--- config.mk ---
export PLATFORM = sky130hd
export DESIGN_NAME = pcs_sense_protect
export DESIGN_NICKNAME = d
export VERILOG_FILES = /design/src/rtl/pcs_pkg.sv /design/src/rtl/pcs_sense_protect.sv
export VERILOG_INCLUDE_DIRS = /design/src /design/src/rtl
export SDC_FILE = /design/constraint.sdc
export NUM_CORES = 2
export LEC_CHECK = 0
export BUFFER_PORTS_ARGS = -buffer_cell sky130_fd_sc_hd__buf_2
export CAP_MARGIN = 10
export CORE_UTILIZATION = 59
export DETAILED_ROUTE_END_ITERATION = 7
export PLACE_DENSITY = 0.77
export SLEW_MARGIN = 20
export SYNTH_ARGS = -nofsm -noshare
export SYNTH_HDL_FRONTEND = slang
export SYNTH_SLANG_ARGS = --single-unit
export TNS_END_PERCENT = 20
--- constraint.sdc ---
create_clock -name clk -period 16.69 [get_ports clk]
set_input_delay 2.5035 -clock clk [delete_from_list [all_inputs] [get_ports clk]]
set_output_delay 2.5035 -clock clk [all_outputs]
set_load 0.02 [all_outputs]
--- src/rtl/pcs_cfg.svh ---
`ifndef PCS_CFG_SVH
`define PCS_CFG_SVH
// ****************************************
// register command codes
// ****************************************
`define PCS_CMD_CLEAR_FAULTS   16'h0003
`define PCS_REG_IIN_FLT_LIMIT  16'h005b
`define PCS_REG_IIN_FLT_RESP   16'h005c
`define PCS_REG_IIN_WARN_LIMIT 16'h005d
`define PCS_REG_STATUS_BYTE    16'h0078
`define PCS_REG_STATUS_WORD    16'h0079
`define PCS_REG_INPUT_STATUS   16'h007c
`define PCS_REG_FOC_RESP       16'hfe00
`define PCS_REG_FOC_TIMING     16'hfe3d
`define PCS_REG_LEVEL_SHIFT    16'hfe3e
`define PCS_REG_BAL_CFG_A      16'hfe43
`define PCS_REG_BAL_CFG_B      16'hfe95
`define PCS_REG_CS_GAIN        16'hfe60
`define PCS_REG_CS_OFFSET      16'hfe61
`define PCS_REG_CS_RESULT      16'hfe62
`define PCS_REG_VAC_RESULT     16'hfe63
`define PCS_CMD_TRIM_STORE     16'hfe64
// ****************************************
// reset values
// ****************************************
`define PCS_RST_LIMIT          16'h07ff
`define PCS_RST_BYTE           8'h00
`define PCS_RST_GAIN           16'h0400
`define PCS_RST_OFFSET         16'h0000
// ****************************************
// field positions
// ****************************************
`define PCS_RESP_LSB           6
`define PCS_FOC_N_LSB          4
`define PCS_DEB_LSB            3
`define PCS_BLANK_LSB          0
`define PCS_SHIFT_LSB          5
`define PCS_SB_WARN_BIT        0
`define PCS_SW_WARN_BIT        13
`define PCS_IS_WARN_BIT        1
`define PCS_IS_FAULT_BIT       2
`define PCS_IS_FOC_BIT         3
`define PCS_GAIN_FRAC          10
// ****************************************
// timing: ns figures and derived cycles (least times round up)
// ****************************************
`define PCS_CLK_MHZ            100
`define PCS_NS2CYC(ns)         (((ns) * `PCS_CLK_MHZ + 999) / 1000)
`define PCS_DEB_NS0            40
`define PCS_DEB_NS1            80
`define PCS_DEB_NS2            120
`define PCS_DEB_NS3            240
`define PCS_BLK_NS0            40
`define PCS_BLK_NS1            80
`define PCS_BLK_NS2            120
`define PCS_BLK_NS3            160
`define PCS_BLK_NS4            200
`define PCS_BLK_NS5            400
`define PCS_BLK_NS6            600
`define PCS_BLK_NS7            800
`endif

--- src/rtl/pcs_pkg.sv ---
package pcs_pkg;
    // response codes shared by rms and fast overcurrent fields
    typedef enum logic [1:0] {
        PCS_RESP_IGNORE   = 2'b00,
        PCS_RESP_SOFT     = 2'b01,
        PCS_RESP_WAIT_ON  = 2'b10,
        PCS_RESP_RSVD     = 2'b11
    } pcs_resp_t;
    // shutdown sequencer
    typedef enum logic [1:0] {
        PCS_SD_RUN      = 2'b00,
        PCS_SD_WAIT_LOW = 2'b01,
        PCS_SD_WAIT_HI  = 2'b10
    } pcs_sd_t;
endpackage

--- src/rtl/pcs_sense_protect.sv ---
`timescale 1ns/1ps
`include "pcs_cfg.svh"
module pcs_sense_protect #(
    parameter int CNT_W   = 16,
    parameter int DEC_W   = 8,
    parameter int BAL_W   = 12
) (
    // clock and reset
    input  wire logic                 clk,
    input  wire logic                 srst,
    // register port
    input  wire logic [15:0]          reg_addr,
    input  wire logic                 reg_wr,
    input  wire logic                 reg_rd,
    input  wire logic [15:0]          reg_wdata,
    output logic      [15:0]          reg_rdata,
    output logic                      reg_err,
    // sense converter samples
    input  wire logic                 cs_valid,
    input  wire logic signed [11:0]   cs_data,
    input  wire logic                 vac_valid,
    input  wire logic [10:0]          vac_data,
    input  wire logic                 half_cycle_end,
    // decimated samples to the loop
    output logic signed [11:0]        cs_loop_sample,
    output logic [10:0]               vac_loop_sample,
    output logic                      loop_sample_valid,
    // pwm link
    input  wire logic                 pwm_leading_edge,
    input  wire logic                 fast_current_limit_input,
    input  wire logic                 supply_on_request,
    output logic                      pulse_terminate,
    output logic                      pwm_shutdown,
    output logic                      soft_start_req,
    output logic [2:0]                level_shift_sel,
    // phase balance
    input  wire logic                 phase_balance_input_valid,
    input  wire logic                 phase_balance_input_phase,
    input  wire logic [11:0]          phase_balance_input,
    output logic signed [BAL_W-1:0]   pwm2_trim,
    // trim store to nonvolatile memory
    output logic                      trim_store_req,
    output logic [31:0]               trim_store_data
);
    import pcs_pkg::*;

    localparam int SW = 11 + CNT_W;

    // refused at elaboration, before any clock runs
    if (CNT_W < 8 || DEC_W < 1 || DEC_W > 16 || BAL_W < 4) begin : g_param_check
        $error("pcs_sense_protect: unsupported parameter values");
    end

    // ****************************************
    // registers
    // ****************************************
    logic [15:0] flt_limit;
    logic [7:0]  flt_resp;
    logic [15:0] warn_limit;
    logic [7:0]  foc_resp;
    logic [7:0]  foc_timing;
    logic [7:0]  lvl_shift;
    logic [7:0]  bal_cfg_a;
    logic [7:0]  bal_cfg_b;
    logic [15:0] cs_gain;
    logic [15:0] cs_offset;
    logic        warn_flag;
    logic        fault_flag;
    logic        foc_flag;
    logic [10:0] cs_result;
    logic [10:0] vac_result;
    logic        clear_req;
    logic        warn_set;
    logic        fault_set;
    logic        foc_set;

    assign clear_req = reg_wr && (reg_addr == `PCS_CMD_CLEAR_FAULTS);

    // software writable configuration
    always_ff @(posedge clk) begin
        if (srst) begin
            flt_limit  <= `PCS_RST_LIMIT;
            flt_resp   <= `PCS_RST_BYTE;
            warn_limit <= `PCS_RST_LIMIT;
            foc_resp   <= `PCS_RST_BYTE;
            foc_timing <= `PCS_RST_BYTE;
            lvl_shift  <= `PCS_RST_BYTE;
            bal_cfg_a  <= `PCS_RST_BYTE;
            bal_cfg_b  <= `PCS_RST_BYTE;
            cs_gain    <= `PCS_RST_GAIN;
            cs_offset  <= `PCS_RST_OFFSET;
        end else if (reg_wr) begin
            unique case (reg_addr)
                `PCS_REG_IIN_FLT_LIMIT:  flt_limit  <= reg_wdata;
                `PCS_REG_IIN_FLT_RESP:   flt_resp   <= reg_wdata[7:0];
                `PCS_REG_IIN_WARN_LIMIT: warn_limit <= reg_wdata;
                `PCS_REG_FOC_RESP:       foc_resp   <= reg_wdata[7:0];
                `PCS_REG_FOC_TIMING:     foc_timing <= reg_wdata[7:0];
                `PCS_REG_LEVEL_SHIFT:    lvl_shift  <= reg_wdata[7:0];
                `PCS_REG_BAL_CFG_A:      bal_cfg_a  <= reg_wdata[7:0];
                `PCS_REG_BAL_CFG_B:      bal_cfg_b  <= reg_wdata[7:0];
                `PCS_REG_CS_GAIN:        cs_gain    <= reg_wdata;
                `PCS_REG_CS_OFFSET:      cs_offset  <= reg_wdata;
                default: ;
            endcase
        end
    end

    // sticky flags; a set in the clearing cycle wins
    always_ff @(posedge clk) begin
        if (srst) begin
            warn_flag  <= 1'b0;
            fault_flag <= 1'b0;
            foc_flag   <= 1'b0;
        end else begin
            warn_flag  <= warn_set  | (warn_flag  & ~clear_req);
            fault_flag <= fault_set | (fault_flag & ~clear_req);
            foc_flag   <= foc_set   | (foc_flag   & ~clear_req);
        end
    end

    // registered read data, one cycle after the read strobe
    always_ff @(posedge clk) begin
        if (srst) begin
            reg_rdata <= 16'h0000;
            reg_err   <= 1'b0;
        end else if (reg_rd) begin
            reg_err <= 1'b0;
            unique case (reg_addr)
                `PCS_REG_IIN_FLT_LIMIT:  reg_rdata <= flt_limit;
                `PCS_REG_IIN_FLT_RESP:   reg_rdata <= {8'h00, flt_resp};
                `PCS_REG_IIN_WARN_LIMIT: reg_rdata <= warn_limit;
                `PCS_REG_STATUS_BYTE:    reg_rdata <= 16'(warn_flag) << `PCS_SB_WARN_BIT;
                `PCS_REG_STATUS_WORD:    reg_rdata <= (16'(warn_flag) << `PCS_SW_WARN_BIT)
                                                    | (16'(warn_flag) << `PCS_SB_WARN_BIT);
                `PCS_REG_INPUT_STATUS:   reg_rdata <= (16'(warn_flag)  << `PCS_IS_WARN_BIT)
                                                    | (16'(fault_flag) << `PCS_IS_FAULT_BIT)
                                                    | (16'(foc_flag)   << `PCS_IS_FOC_BIT);
                `PCS_REG_FOC_RESP:       reg_rdata <= {8'h00, foc_resp};
                `PCS_REG_FOC_TIMING:     reg_rdata <= {8'h00, foc_timing};
                `PCS_REG_LEVEL_SHIFT:    reg_rdata <= {8'h00, lvl_shift};
                `PCS_REG_BAL_CFG_A:      reg_rdata <= {8'h00, bal_cfg_a};
                `PCS_REG_BAL_CFG_B:      reg_rdata <= {8'h00, bal_cfg_b};
                `PCS_REG_CS_GAIN:        reg_rdata <= cs_gain;
                `PCS_REG_CS_OFFSET:      reg_rdata <= cs_offset;
                `PCS_REG_CS_RESULT:      reg_rdata <= {5'h00, cs_result};
                `PCS_REG_VAC_RESULT:     reg_rdata <= {5'h00, vac_result};
                default: begin
                    reg_rdata <= 16'h0000;
                    reg_err   <= 1'b1;
                end
            endcase
        end
    end

    // trim save: snapshot goes to the nonvolatile store
    always_ff @(posedge clk) begin
        if (srst) begin
            trim_store_req  <= 1'b0;
            trim_store_data <= 32'h0000_0000;
        end else begin
            trim_store_req <= reg_wr && (reg_addr == `PCS_CMD_TRIM_STORE);
            if (reg_wr && reg_addr == `PCS_CMD_TRIM_STORE) begin
                trim_store_data <= {cs_gain, cs_offset};
            end
        end
    end

    // level shift selection follows the register live, no restart
    assign level_shift_sel = lvl_shift[`PCS_SHIFT_LSB +: 3];

    // ****************************************
    // current trim and decimation
    // ****************************************
    logic signed [28:0] cs_prod;
    logic signed [11:0] cs_corr;
    logic [10:0]        cs_abs;
    logic signed [DEC_W+11:0] cs_dec_acc;
    logic [DEC_W+10:0]        vac_dec_acc;

    // gain is unsigned fixed point; wraps on overflow, software keeps trim sane
    assign cs_prod = ($signed(cs_data) * $signed({1'b0, cs_gain})) >>> `PCS_GAIN_FRAC;
    assign cs_corr = 12'(cs_prod + 29'($signed(cs_offset)));
    assign cs_abs  = cs_corr[11] ? 11'(-cs_corr) : cs_corr[10:0];

    // per-period sums, scaled down by the period sample budget
    always_ff @(posedge clk) begin
        if (srst) begin
            cs_dec_acc        <= '0;
            vac_dec_acc       <= '0;
            cs_loop_sample    <= 12'sh000;
            vac_loop_sample   <= 11'h000;
            loop_sample_valid <= 1'b0;
        end else begin
            loop_sample_valid <= pwm_leading_edge;
            if (pwm_leading_edge) begin
                cs_loop_sample  <= 12'(cs_dec_acc >>> DEC_W);
                vac_loop_sample <= 11'(vac_dec_acc >> DEC_W);
                cs_dec_acc      <= cs_valid  ? (DEC_W+12)'(cs_corr) : '0;
                vac_dec_acc     <= vac_valid ? (DEC_W+11)'(vac_data) : '0;
            end else begin
                if (cs_valid)  cs_dec_acc  <= cs_dec_acc + (DEC_W+12)'(cs_corr);
                if (vac_valid) vac_dec_acc <= vac_dec_acc + (DEC_W+11)'(vac_data);
            end
        end
    end

    // ****************************************
    // half-line-cycle results and rms check
    // ****************************************
    logic [SW-1:0]    cs_hsum;
    logic [SW-1:0]    vac_hsum;
    logic [CNT_W-1:0] cs_cnt;
    logic [CNT_W-1:0] vac_cnt;
    logic [SW-1:0]    cs_rem;
    logic [SW-1:0]    vac_rem;
    logic [SW-1:0]    cs_den;
    logic [SW-1:0]    vac_den;
    logic [10:0]      cs_quo;
    logic [10:0]      vac_quo;
    logic [3:0]       div_step;
    logic             div_busy;
    logic             div_done;

    // sums over the half cycle; the divider takes a snapshot at its end
    always_ff @(posedge clk) begin
        if (srst || half_cycle_end) begin
            cs_hsum  <= '0;
            vac_hsum <= '0;
            cs_cnt   <= '0;
            vac_cnt  <= '0;
        end else begin
            if (cs_valid && cs_cnt != '1) begin
                cs_hsum <= cs_hsum + SW'(cs_abs);
                cs_cnt  <= cs_cnt + 1'b1;
            end
            if (vac_valid && vac_cnt != '1) begin
                vac_hsum <= vac_hsum + SW'(vac_data);
                vac_cnt  <= vac_cnt + 1'b1;
            end
        end
    end

    // restoring divider, 11 steps; mean rectified value stands in for rms
    always_ff @(posedge clk) begin
        if (srst) begin
            div_busy <= 1'b0;
            div_done <= 1'b0;
            div_step <= 4'h0;
            cs_rem   <= '0;
            vac_rem  <= '0;
            cs_den   <= '0;
            vac_den  <= '0;
            cs_quo   <= 11'h000;
            vac_quo  <= 11'h000;
        end else begin
            div_done <= 1'b0;
            if (half_cycle_end) begin
                div_busy <= 1'b1;
                div_step <= 4'ha;
                cs_rem   <= cs_hsum;
                vac_rem  <= vac_hsum;
                cs_den   <= SW'(cs_cnt)  << 10;
                vac_den  <= SW'(vac_cnt) << 10;
            end else if (div_busy) begin
                cs_quo[div_step]  <= (cs_rem  >= cs_den)  && (cs_den  != '0);
                vac_quo[div_step] <= (vac_rem >= vac_den) && (vac_den != '0);
                if (cs_rem >= cs_den && cs_den != '0)    cs_rem  <= cs_rem - cs_den;
                if (vac_rem >= vac_den && vac_den != '0) vac_rem <= vac_rem - vac_den;
                cs_den   <= cs_den >> 1;
                vac_den  <= vac_den >> 1;
                div_step <= div_step - 1'b1;
                if (div_step == 4'h0) begin
                    div_busy <= 1'b0;
                    div_done <= 1'b1;
                end
            end
        end
    end

    // results update once per half cycle
    always_ff @(posedge clk) begin
        if (srst) begin
            cs_result  <= 11'h000;
            vac_result <= 11'h000;
        end else if (div_done) begin
            cs_result  <= cs_quo;
            vac_result <= vac_quo;
        end
    end

    assign fault_set = div_done && ({5'h00, cs_quo} > flt_limit);
    assign warn_set  = div_done && ({5'h00, cs_quo} > warn_limit);

    // ****************************************
    // fast overcurrent path
    // ****************************************
    logic       fast_current_limit_input_s1;
    logic       fast_current_limit_input_s2;
    logic       son_s1;
    logic       son_s2;
    logic [7:0] blank_cnt;
    logic [7:0] deb_cnt;
    logic [7:0] blank_len;
    logic [7:0] deb_len;
    logic       trip_q;
    logic       cycle_tripped;
    logic [3:0] trip_cycles;
    logic [3:0] n_limit;
    logic       foc_act;
    pcs_sd_t    sd_state;
    pcs_resp_t  foc_mode;
    pcs_resp_t  rms_mode;

    // two-stage synchronisers for the pins
    always_ff @(posedge clk) begin
        if (srst) begin
            fast_current_limit_input_s1 <= 1'b0;
            fast_current_limit_input_s2 <= 1'b0;
            son_s1  <= 1'b0;
            son_s2  <= 1'b0;
        end else begin
            fast_current_limit_input_s1 <= fast_current_limit_input;
            fast_current_limit_input_s2 <= fast_current_limit_input_s1;
            son_s1  <= supply_on_request;
            son_s2  <= son_s1;
        end
    end

    // timing lookup from the field codes
    always_comb begin
        unique case (foc_timing[`PCS_BLANK_LSB +: 3])
            3'd0: blank_len = 8'(`PCS_NS2CYC(`PCS_BLK_NS0));
            3'd1: blank_len = 8'(`PCS_NS2CYC(`PCS_BLK_NS1));
            3'd2: blank_len = 8'(`PCS_NS2CYC(`PCS_BLK_NS2));
            3'd3: blank_len = 8'(`PCS_NS2CYC(`PCS_BLK_NS3));
            3'd4: blank_len = 8'(`PCS_NS2CYC(`PCS_BLK_NS4));
            3'd5: blank_len = 8'(`PCS_NS2CYC(`PCS_BLK_NS5));
            3'd6: blank_len = 8'(`PCS_NS2CYC(`PCS_BLK_NS6));
            3'd7: blank_len = 8'(`PCS_NS2CYC(`PCS_BLK_NS7));
        endcase
        unique case (foc_timing[`PCS_DEB_LSB +: 2])
            2'd0: deb_len = 8'(`PCS_NS2CYC(`PCS_DEB_NS0));
            2'd1: deb_len = 8'(`PCS_NS2CYC(`PCS_DEB_NS1));
            2'd2: deb_len = 8'(`PCS_NS2CYC(`PCS_DEB_NS2));
            2'd3: deb_len = 8'(`PCS_NS2CYC(`PCS_DEB_NS3));
        endcase
    end

    // blanking from the leading edge, then debounce of the comparator
    always_ff @(posedge clk) begin
        if (srst) begin
            blank_cnt <= 8'h00;
            deb_cnt   <= 8'h00;
            trip_q    <= 1'b0;
        end else if (pwm_leading_edge) begin
            blank_cnt <= blank_len;
            deb_cnt   <= 8'h00;
            trip_q    <= 1'b0;
        end else if (blank_cnt != 8'h00) begin
            blank_cnt <= blank_cnt - 1'b1;
            deb_cnt   <= 8'h00;
        end else if (!fast_current_limit_input_s2) begin
            deb_cnt <= 8'h00;  // short glitch restarts the qualify time
        end else if (deb_cnt < deb_len) begin
            deb_cnt <= deb_cnt + 1'b1;
        end else begin
            trip_q <= 1'b1;  // one trip per period
        end
    end

    // terminate the pulse whatever the response setting
    assign pulse_terminate = (blank_cnt == 8'h00) && fast_current_limit_input_s2 && (deb_cnt >= deb_len) && !trip_q;
    assign foc_set         = pulse_terminate;

    assign foc_mode = pcs_resp_t'(foc_resp[`PCS_RESP_LSB +: 2]);
    assign rms_mode = pcs_resp_t'(flt_resp[`PCS_RESP_LSB +: 2]);
    assign n_limit  = 4'h1 << foc_resp[`PCS_FOC_N_LSB +: 2];
    assign foc_act  = pwm_leading_edge && (cycle_tripped || pulse_terminate)
                      && (5'(trip_cycles) + 5'h01 >= 5'(n_limit))
                      && (foc_mode == PCS_RESP_SOFT || foc_mode == PCS_RESP_WAIT_ON);

    // tripped-cycle counter, cleared by any clean cycle
    always_ff @(posedge clk) begin
        if (srst) begin
            cycle_tripped <= 1'b0;
            trip_cycles   <= 4'h0;
        end else if (pwm_leading_edge) begin
            cycle_tripped <= 1'b0;
            if (!(cycle_tripped || pulse_terminate) || foc_act) begin
                trip_cycles <= 4'h0;
            end else if (trip_cycles != 4'hf) begin
                trip_cycles <= trip_cycles + 1'b1;
            end
        end else if (pulse_terminate) begin
            cycle_tripped <= 1'b1;
        end
    end

    // shutdown actions; otherwise switching simply resumes next cycle
    always_ff @(posedge clk) begin
        if (srst) begin
            sd_state       <= PCS_SD_RUN;
            soft_start_req <= 1'b0;
        end else begin
            soft_start_req <= 1'b0;
            unique case (sd_state)
                PCS_SD_RUN: begin
                    if ((foc_act && foc_mode == PCS_RESP_WAIT_ON)
                        || (fault_set && rms_mode == PCS_RESP_WAIT_ON)) begin
                        sd_state <= son_s2 ? PCS_SD_WAIT_LOW : PCS_SD_WAIT_HI;
                    end else if ((foc_act && foc_mode == PCS_RESP_SOFT)
                                 || (fault_set && rms_mode == PCS_RESP_SOFT)) begin
                        soft_start_req <= 1'b1;
                    end
                end
                PCS_SD_WAIT_LOW: if (!son_s2) sd_state <= PCS_SD_WAIT_HI;
                PCS_SD_WAIT_HI: begin
                    if (son_s2) begin
                        sd_state       <= PCS_SD_RUN;
                        soft_start_req <= 1'b1;
                    end
                end
                default: sd_state <= PCS_SD_RUN;
            endcase
        end
    end

    // shutdown also while the supply-on input is low
    assign pwm_shutdown = (sd_state != PCS_SD_RUN) || !son_s2 || soft_start_req;

    // ****************************************
    // phase current balancing
    // ****************************************
    logic signed [BAL_W+1:0] bal_diff;
    logic signed [BAL_W:0]   bal_step;

    // zero-extended signed step keeps the clamp compares signed
    assign bal_step = $signed({1'b0, BAL_W'(bal_cfg_a[3:0])});

    // per-period difference steps an integrator; several cycles to settle
    always_ff @(posedge clk) begin
        if (srst) begin
            bal_diff  <= '0;
            pwm2_trim <= '0;
        end else if (!bal_cfg_b[0]) begin
            bal_diff  <= '0;
            pwm2_trim <= '0;
        end else if (pwm_leading_edge) begin
            bal_diff <= '0;
            if (bal_diff > 0 && pwm2_trim < $signed({1'b0, {(BAL_W-1){1'b1}}}) - bal_step) begin
                pwm2_trim <= BAL_W'(pwm2_trim + bal_step);
            end else if (bal_diff < 0 && pwm2_trim > $signed({1'b1, {(BAL_W-1){1'b0}}}) + bal_step) begin
                pwm2_trim <= BAL_W'(pwm2_trim - bal_step);
            end
        end else if (phase_balance_input_valid) begin
            // phase 1 adds, phase 0 subtracts: trim follows phase 1 minus phase 0
            bal_diff <= phase_balance_input_phase ? bal_diff + (BAL_W+2)'(phase_balance_input)
                                                  : bal_diff - (BAL_W+2)'(phase_balance_input);
        end
    end
endmodule

Word level (Yosys, flattened, before mapping)
Memory sizes are Yosys's and may differ from the RTL's. A register that Yosys moved wholly into a read port is not among the register bits.
Cells that the tools add are included.
W data, S select, Z words.

word-level totals
  bits in registers = 525
  latch bits = 0
  RAM bits = 0
  memory bits (read-only) = 40
  input bits = 79
  logic and storage cells = 258
  memories kept = 1

memory list
  name             depth  width  read ports  clocked after memory_dff  wr ports  RTL line                  RTL
  (no name shown)  8      5      1           1                         0         pcs_sense_protect.sv:332  unique case (foc_timing[`PCS_BLANK_LSB +: 3])

operators by class
  add/subtract/negate cells = 21
  $mul = 1
  divide/modulo/power cells = 0
  order comparisons = 13
  equality and inequality tests = 32
  shifts and indexed selects = 1
  multiplexer cells = 48
  bitwise logic cells = 16
  reductions and logical operators = 72

operators by type and width
  kind                     count
  $pmux W16 S15            1
  $mux W27                 6
  $eq A16 B16 Y1 const B   10
  $mux W26                 4
  $eq A16 B7 Y1 const B    6
  $mux W20                 3
  $add A27 B11 Y27         2
  $ge A27 B26 Y1           2
  $reduce_bool A27 Y1      2
  $sub A27 B26 Y27         2
  $mux W19                 2
  $add A16 B1 Y16 const B  2
  $gt A11 B16 Y1           2
  $ne A16 B16 Y1 const B   2
  $pmux W8 S4              1
  $reduce_and A2 Y1        15
  $mux W12                 2
  $bwmux W11               2
  $mul A12 B17 Y22         1
  $mux W11                 2
  $logic_and A1 B1 Y1      21
  $add A20 B12 Y20         1
  $add A19 B11 Y19         1
  $reduce_bool A2 Y1       9
  other kinds (54)         103

Logic depth before layout (Yosys ltp)
  depth after elaboration = 14
  depth in mapped cells = 45
  gate-level depth less buffers = 42

Worst setup path after synthesis
Ideal clock, no wire load.

  path type = input port to flip-flop
  from = input port cs_data[8]
  to = register cs_hsum[17]
  setup time = 128 ps
  data arrival time = 11029 ps
  required time = 16562 ps
  setup slack = 5533 ps
  cell stages on the path = 38
  buffers on the path = 2
  path through = clkbuf_1 nand2_1 fa_1 inv_1 fa_1 fa_1 fa_1 inv_1 fa_1 inv_1 ha_1 a21o_1 a21oi_1 nor3b_1 a31oi_2 a21o_1 a21oi_1 xnor2_1 [2 not listed] o2111ai_1 o211ai_1 xnor2_2 xor2_2 inv_2 buf_6 o21ai_0 ha_1 a21o_1 a21oi_1 o21bai_1 a21o_1 a21oi_1 o21ai_0 o41ai_1 nor3b_1 xnor2_1 nor2_1

on the way
  word-level cells in the longest chain between the ends = 5

ends and longest elaborated chain
  what                    RTL line                  RTL
  start: declaration      pcs_sense_protect.sv:20   input wire logic signed [11:0] cs_data,
  $mul A12 B17 Y22 (*)    pcs_sense_protect.sv:182  assign cs_prod = ($signed(cs_data) * $signed({1'b0, cs_gain})) >>> `PCS_GAIN_FRAC;
  $add A12 B12 Y12 (*)    pcs_sense_protect.sv:183  assign cs_corr = 12'(cs_prod + 29'($signed(cs_offset)));
  $neg A11 Y11            pcs_sense_protect.sv:184  assign cs_abs = cs_corr[11] ? 11'(-cs_corr) : cs_corr[10:0];
  $mux W11 (*)            pcs_sense_protect.sv:184
  $add A27 B11 Y27 (*)    pcs_sense_protect.sv:234  cs_hsum <= cs_hsum + SW'(cs_abs);
  end signal: assignment  pcs_sense_protect.sv:234
  end: declaration        pcs_sense_protect.sv:211  logic [SW-1:0] cs_hsum;

Mark *: on every way between the ends. The rest lies on a longest branch, timed or not.
A chain may end at the register's enable or synchronous reset.

Final worst setup path
  from = input port cs_data[5]
  to = register cs_hsum[22]

Same word-level chain as after synthesis.

==> metrics.cfg <==
[cts]
clk_pin_slew_ns = 0.06
cts_made_buffers = 58
clockRootBuffer = clkbuf_16
insertion_delay_ns = 0.64
holdBufCountCts = 0
cts_sinks = 530
htreeDepth = 2
tritoncts = done
cts.repair.resized = 0
cts_buffer_depth = 3
cts_setup_buffers = 0

[floorplanning]
io_pins = 171
die_x_um = 245
core_area_mm2 = 0.0581
dieArea_mm2 = 0.0602
row_count = 88
start_util = 0.601
die_h_um = 245

[synth]
synth_enable_flop_cells = 0
yosysMostFrequentCell = nand2_1
ys_seq_elements = 530
ys_seq_area_frac = 0.304
ys.flop_type = dfxtp_1
syn-instance-count = 4326
async_flop_share = 0
ys_top_cells_by_area = dfxtp_1 (30%), ha_1 (8.8%), fa_1 (7.8%)
yosys.area.top_type_share = 0.304
ys_top_cells_by_count = nand2_1 (563), dfxtp_1 (530), nor2_1 (457)
syn_area_mm2 = 0.0349
synth_fp_nets = 4788
yosysWarnings = 0
syn_area_per_cell_um2 = 8.07
synth_area_leader_cell = dfxtp_1
ys_types = 91

[finish]
fin_nets = 4826
diodes = 0
fill_cells = 4971
multi_input_area_mm2 = 0.0222
final_cells = 5175
syn_to_final_growth_pct = 9.21
regArea_mm2 = 0.0106
final_area_mm2 = 0.0381
drive_gt1_frac = 0.0769

[worst_setup_path]
startpoint_type = input port
worstSetupPathType = input port to register
crit_buf_inv = 5
critPathMostFrequentCell = fa_1
rrSetupSlack_ns = 5.98
path_depth = 41
worstPathRequired_ns = 17.20
cpPeakStageDelay_ns = 0.89
cp-end-kind = register
r2r-start = cs_gain[5]
cpLargestDelayFamily = compound AO/OA/AOI/OAI gates
r2r_cells = 40
cp.arrival_ns = 12.51
cp-startpoint = cs_data[5]
cp_slowest_cell = a21oi_1
worstPathMaxFanout = 18

[min_path]
holdPathStages = 2
hp-class = register to register
min_from = deb_cnt[6]

[detailed_routing]
first_pass_iters = 6
vias_per_cell = 5.88
wire_per_inst_um = 17.3
drt_iter0_markers = 2581
drtAntennaViolNets = 0
totalWireLength_mm = 89.5
dr_total_vias = 30400
drc = 0

[sta]
min_period_over_period = 0.719
hold_viol = 0
grt_setup_unrepaired = no
tightest_slew_ns = 1.10
fin_crit_ns = 12.00
tns_ns = 0
clock_skew_ns = 0.0345
maxSlewViolCount = 0
slew_headroom = 0.268
hold_slack_ns = 0.446
setup_viol = 0
fmax_ghz = 0.0833

[grt]
grt_usage = 0.294
overflow = 0
antenna_found_initial = 0
grt_max_degree = 96
gr-usage-met3 = 0.0458
met1_usage = 0.393
grt_pass1_wl_mm = 145
gr-usage-met2 = 0.480
grt_most_used_layer = met2
grt_pass1_vias = 28400

[place]
dp_hpwl_mm = 63.2
gp_congestion = 0.943
placedCellCount = 5069
placed_area_mm2 = 0.0361
io_buffer_count = 170

[power]
leakage_nw = 16.2
power_mw = 3.30
powerDensity_mw_per_mm2 = 86.5
ir_worst_vdd_mv = 0.0895

[flow_run]
max-cap-violations = 0

[outcome]
status = finished, final reports clean

## layout by cell type (no fill, tap or decap), drive strengths merged, types with 51 or more instances in the layout
cell	instances
a21oi	402
and2	96
buf	200
clkbuf	80
dfxtp	530
fa	136
ha	247
inv	344
mux2i	137
nand2	564
nand3	135
nand4	51
nor2	459
nor3	79
o21ai	94
xnor2	126
xor2	80
## power by group
part / internal [mW] / switching (mW)
Sequential: 1.29 / 0.0268
Combinational: 0.250 / 0.366
Clock: 0.805 / 0.557
Total: 2.35 / 0.950
## sequential cells by signal, indices dropped and copies added (netlist names), 19 cells and up
| register | count |
|---|---|
| vac_den | 26 |
| vac_dec_acc | 19 |
| vac_rem | 27 |
| trim_store_data | 32 |
| cs_rem | 27 |
| cs_den | 26 |
| cs_dec_acc | 20 |
| cs_hsum | 27 |
| vac_hsum | 27 |
## metrics by stage
step / utilization / worst slack [ns]
finish: 0.656 / 4.69
global route: 0.656 / 3.94
CTS: 0.656 / 4.79
detailed placement: 0.621 / 4.27
global placement: 0.621 / 4.56
floorplan: - / 5.53
## final cells by class
cell class | count | share of cell area
Tap cell | 765 | 0.0251
Inverter | 341 | 0.0336
Clock buffer | 80 | 0.0434
Multi-Input combinational cell | 3233 | 0.581
Timing Repair Buffer | 200 | 0.0286
Clock inverter | 26 | 0.00974
Sequential cell | 530 | 0.278
## final timing paths
path / endpoint
hold / removal: deb_cnt[6]
hold reg to reg: deb_cnt[6]
setup reg to reg: cs_hsum[22]
setup / recovery: cs_hsum[22]
## worst register-to-register path: cells and delay by family, from the launching register on
kind / cells / cell delay (ns)
AO/OA/AOI/OAI: 18 / 4.29
XOR/XNOR: 3 / 0.68
adder cells (fa/ha/maj): 8 / 3.51
buffers and inverters: 4 / 0.40
flip-flops: 1 / 0.87
AND/OR/NAND/NOR: 7 / 0.81
## logic make-up (layout without fill, tap and decap cells)
family / after synthesis / after routing / synth area share
AND/OR/NAND/NOR: 1650 / 1650 / 0.220
AO/OA/AOI/OAI: 854 / 854 / 0.156
buffers and inverters: 563 / 647 / 0.0618
flip-flops: 530 / 530 / 0.304
adder cells (fa/ha/maj): 383 / 383 / 0.166
XOR/XNOR: 206 / 206 / 0.0521
multiplexers: 140 / 140 / 0.0402
## metal layers
metal | part of all wire | routed length [um] | up-vias
met4 | 0.035 | 3110 | 0
met3 | 0.071 | 6380 | 196
met2 | 0.46 | 41000 | 1048
met1 | 0.44 | 39100 | 14300
li1 | - | - | 14900
met5 | 0 | 0 | -
No activity file was read; power rests on OpenSTA's default activity.
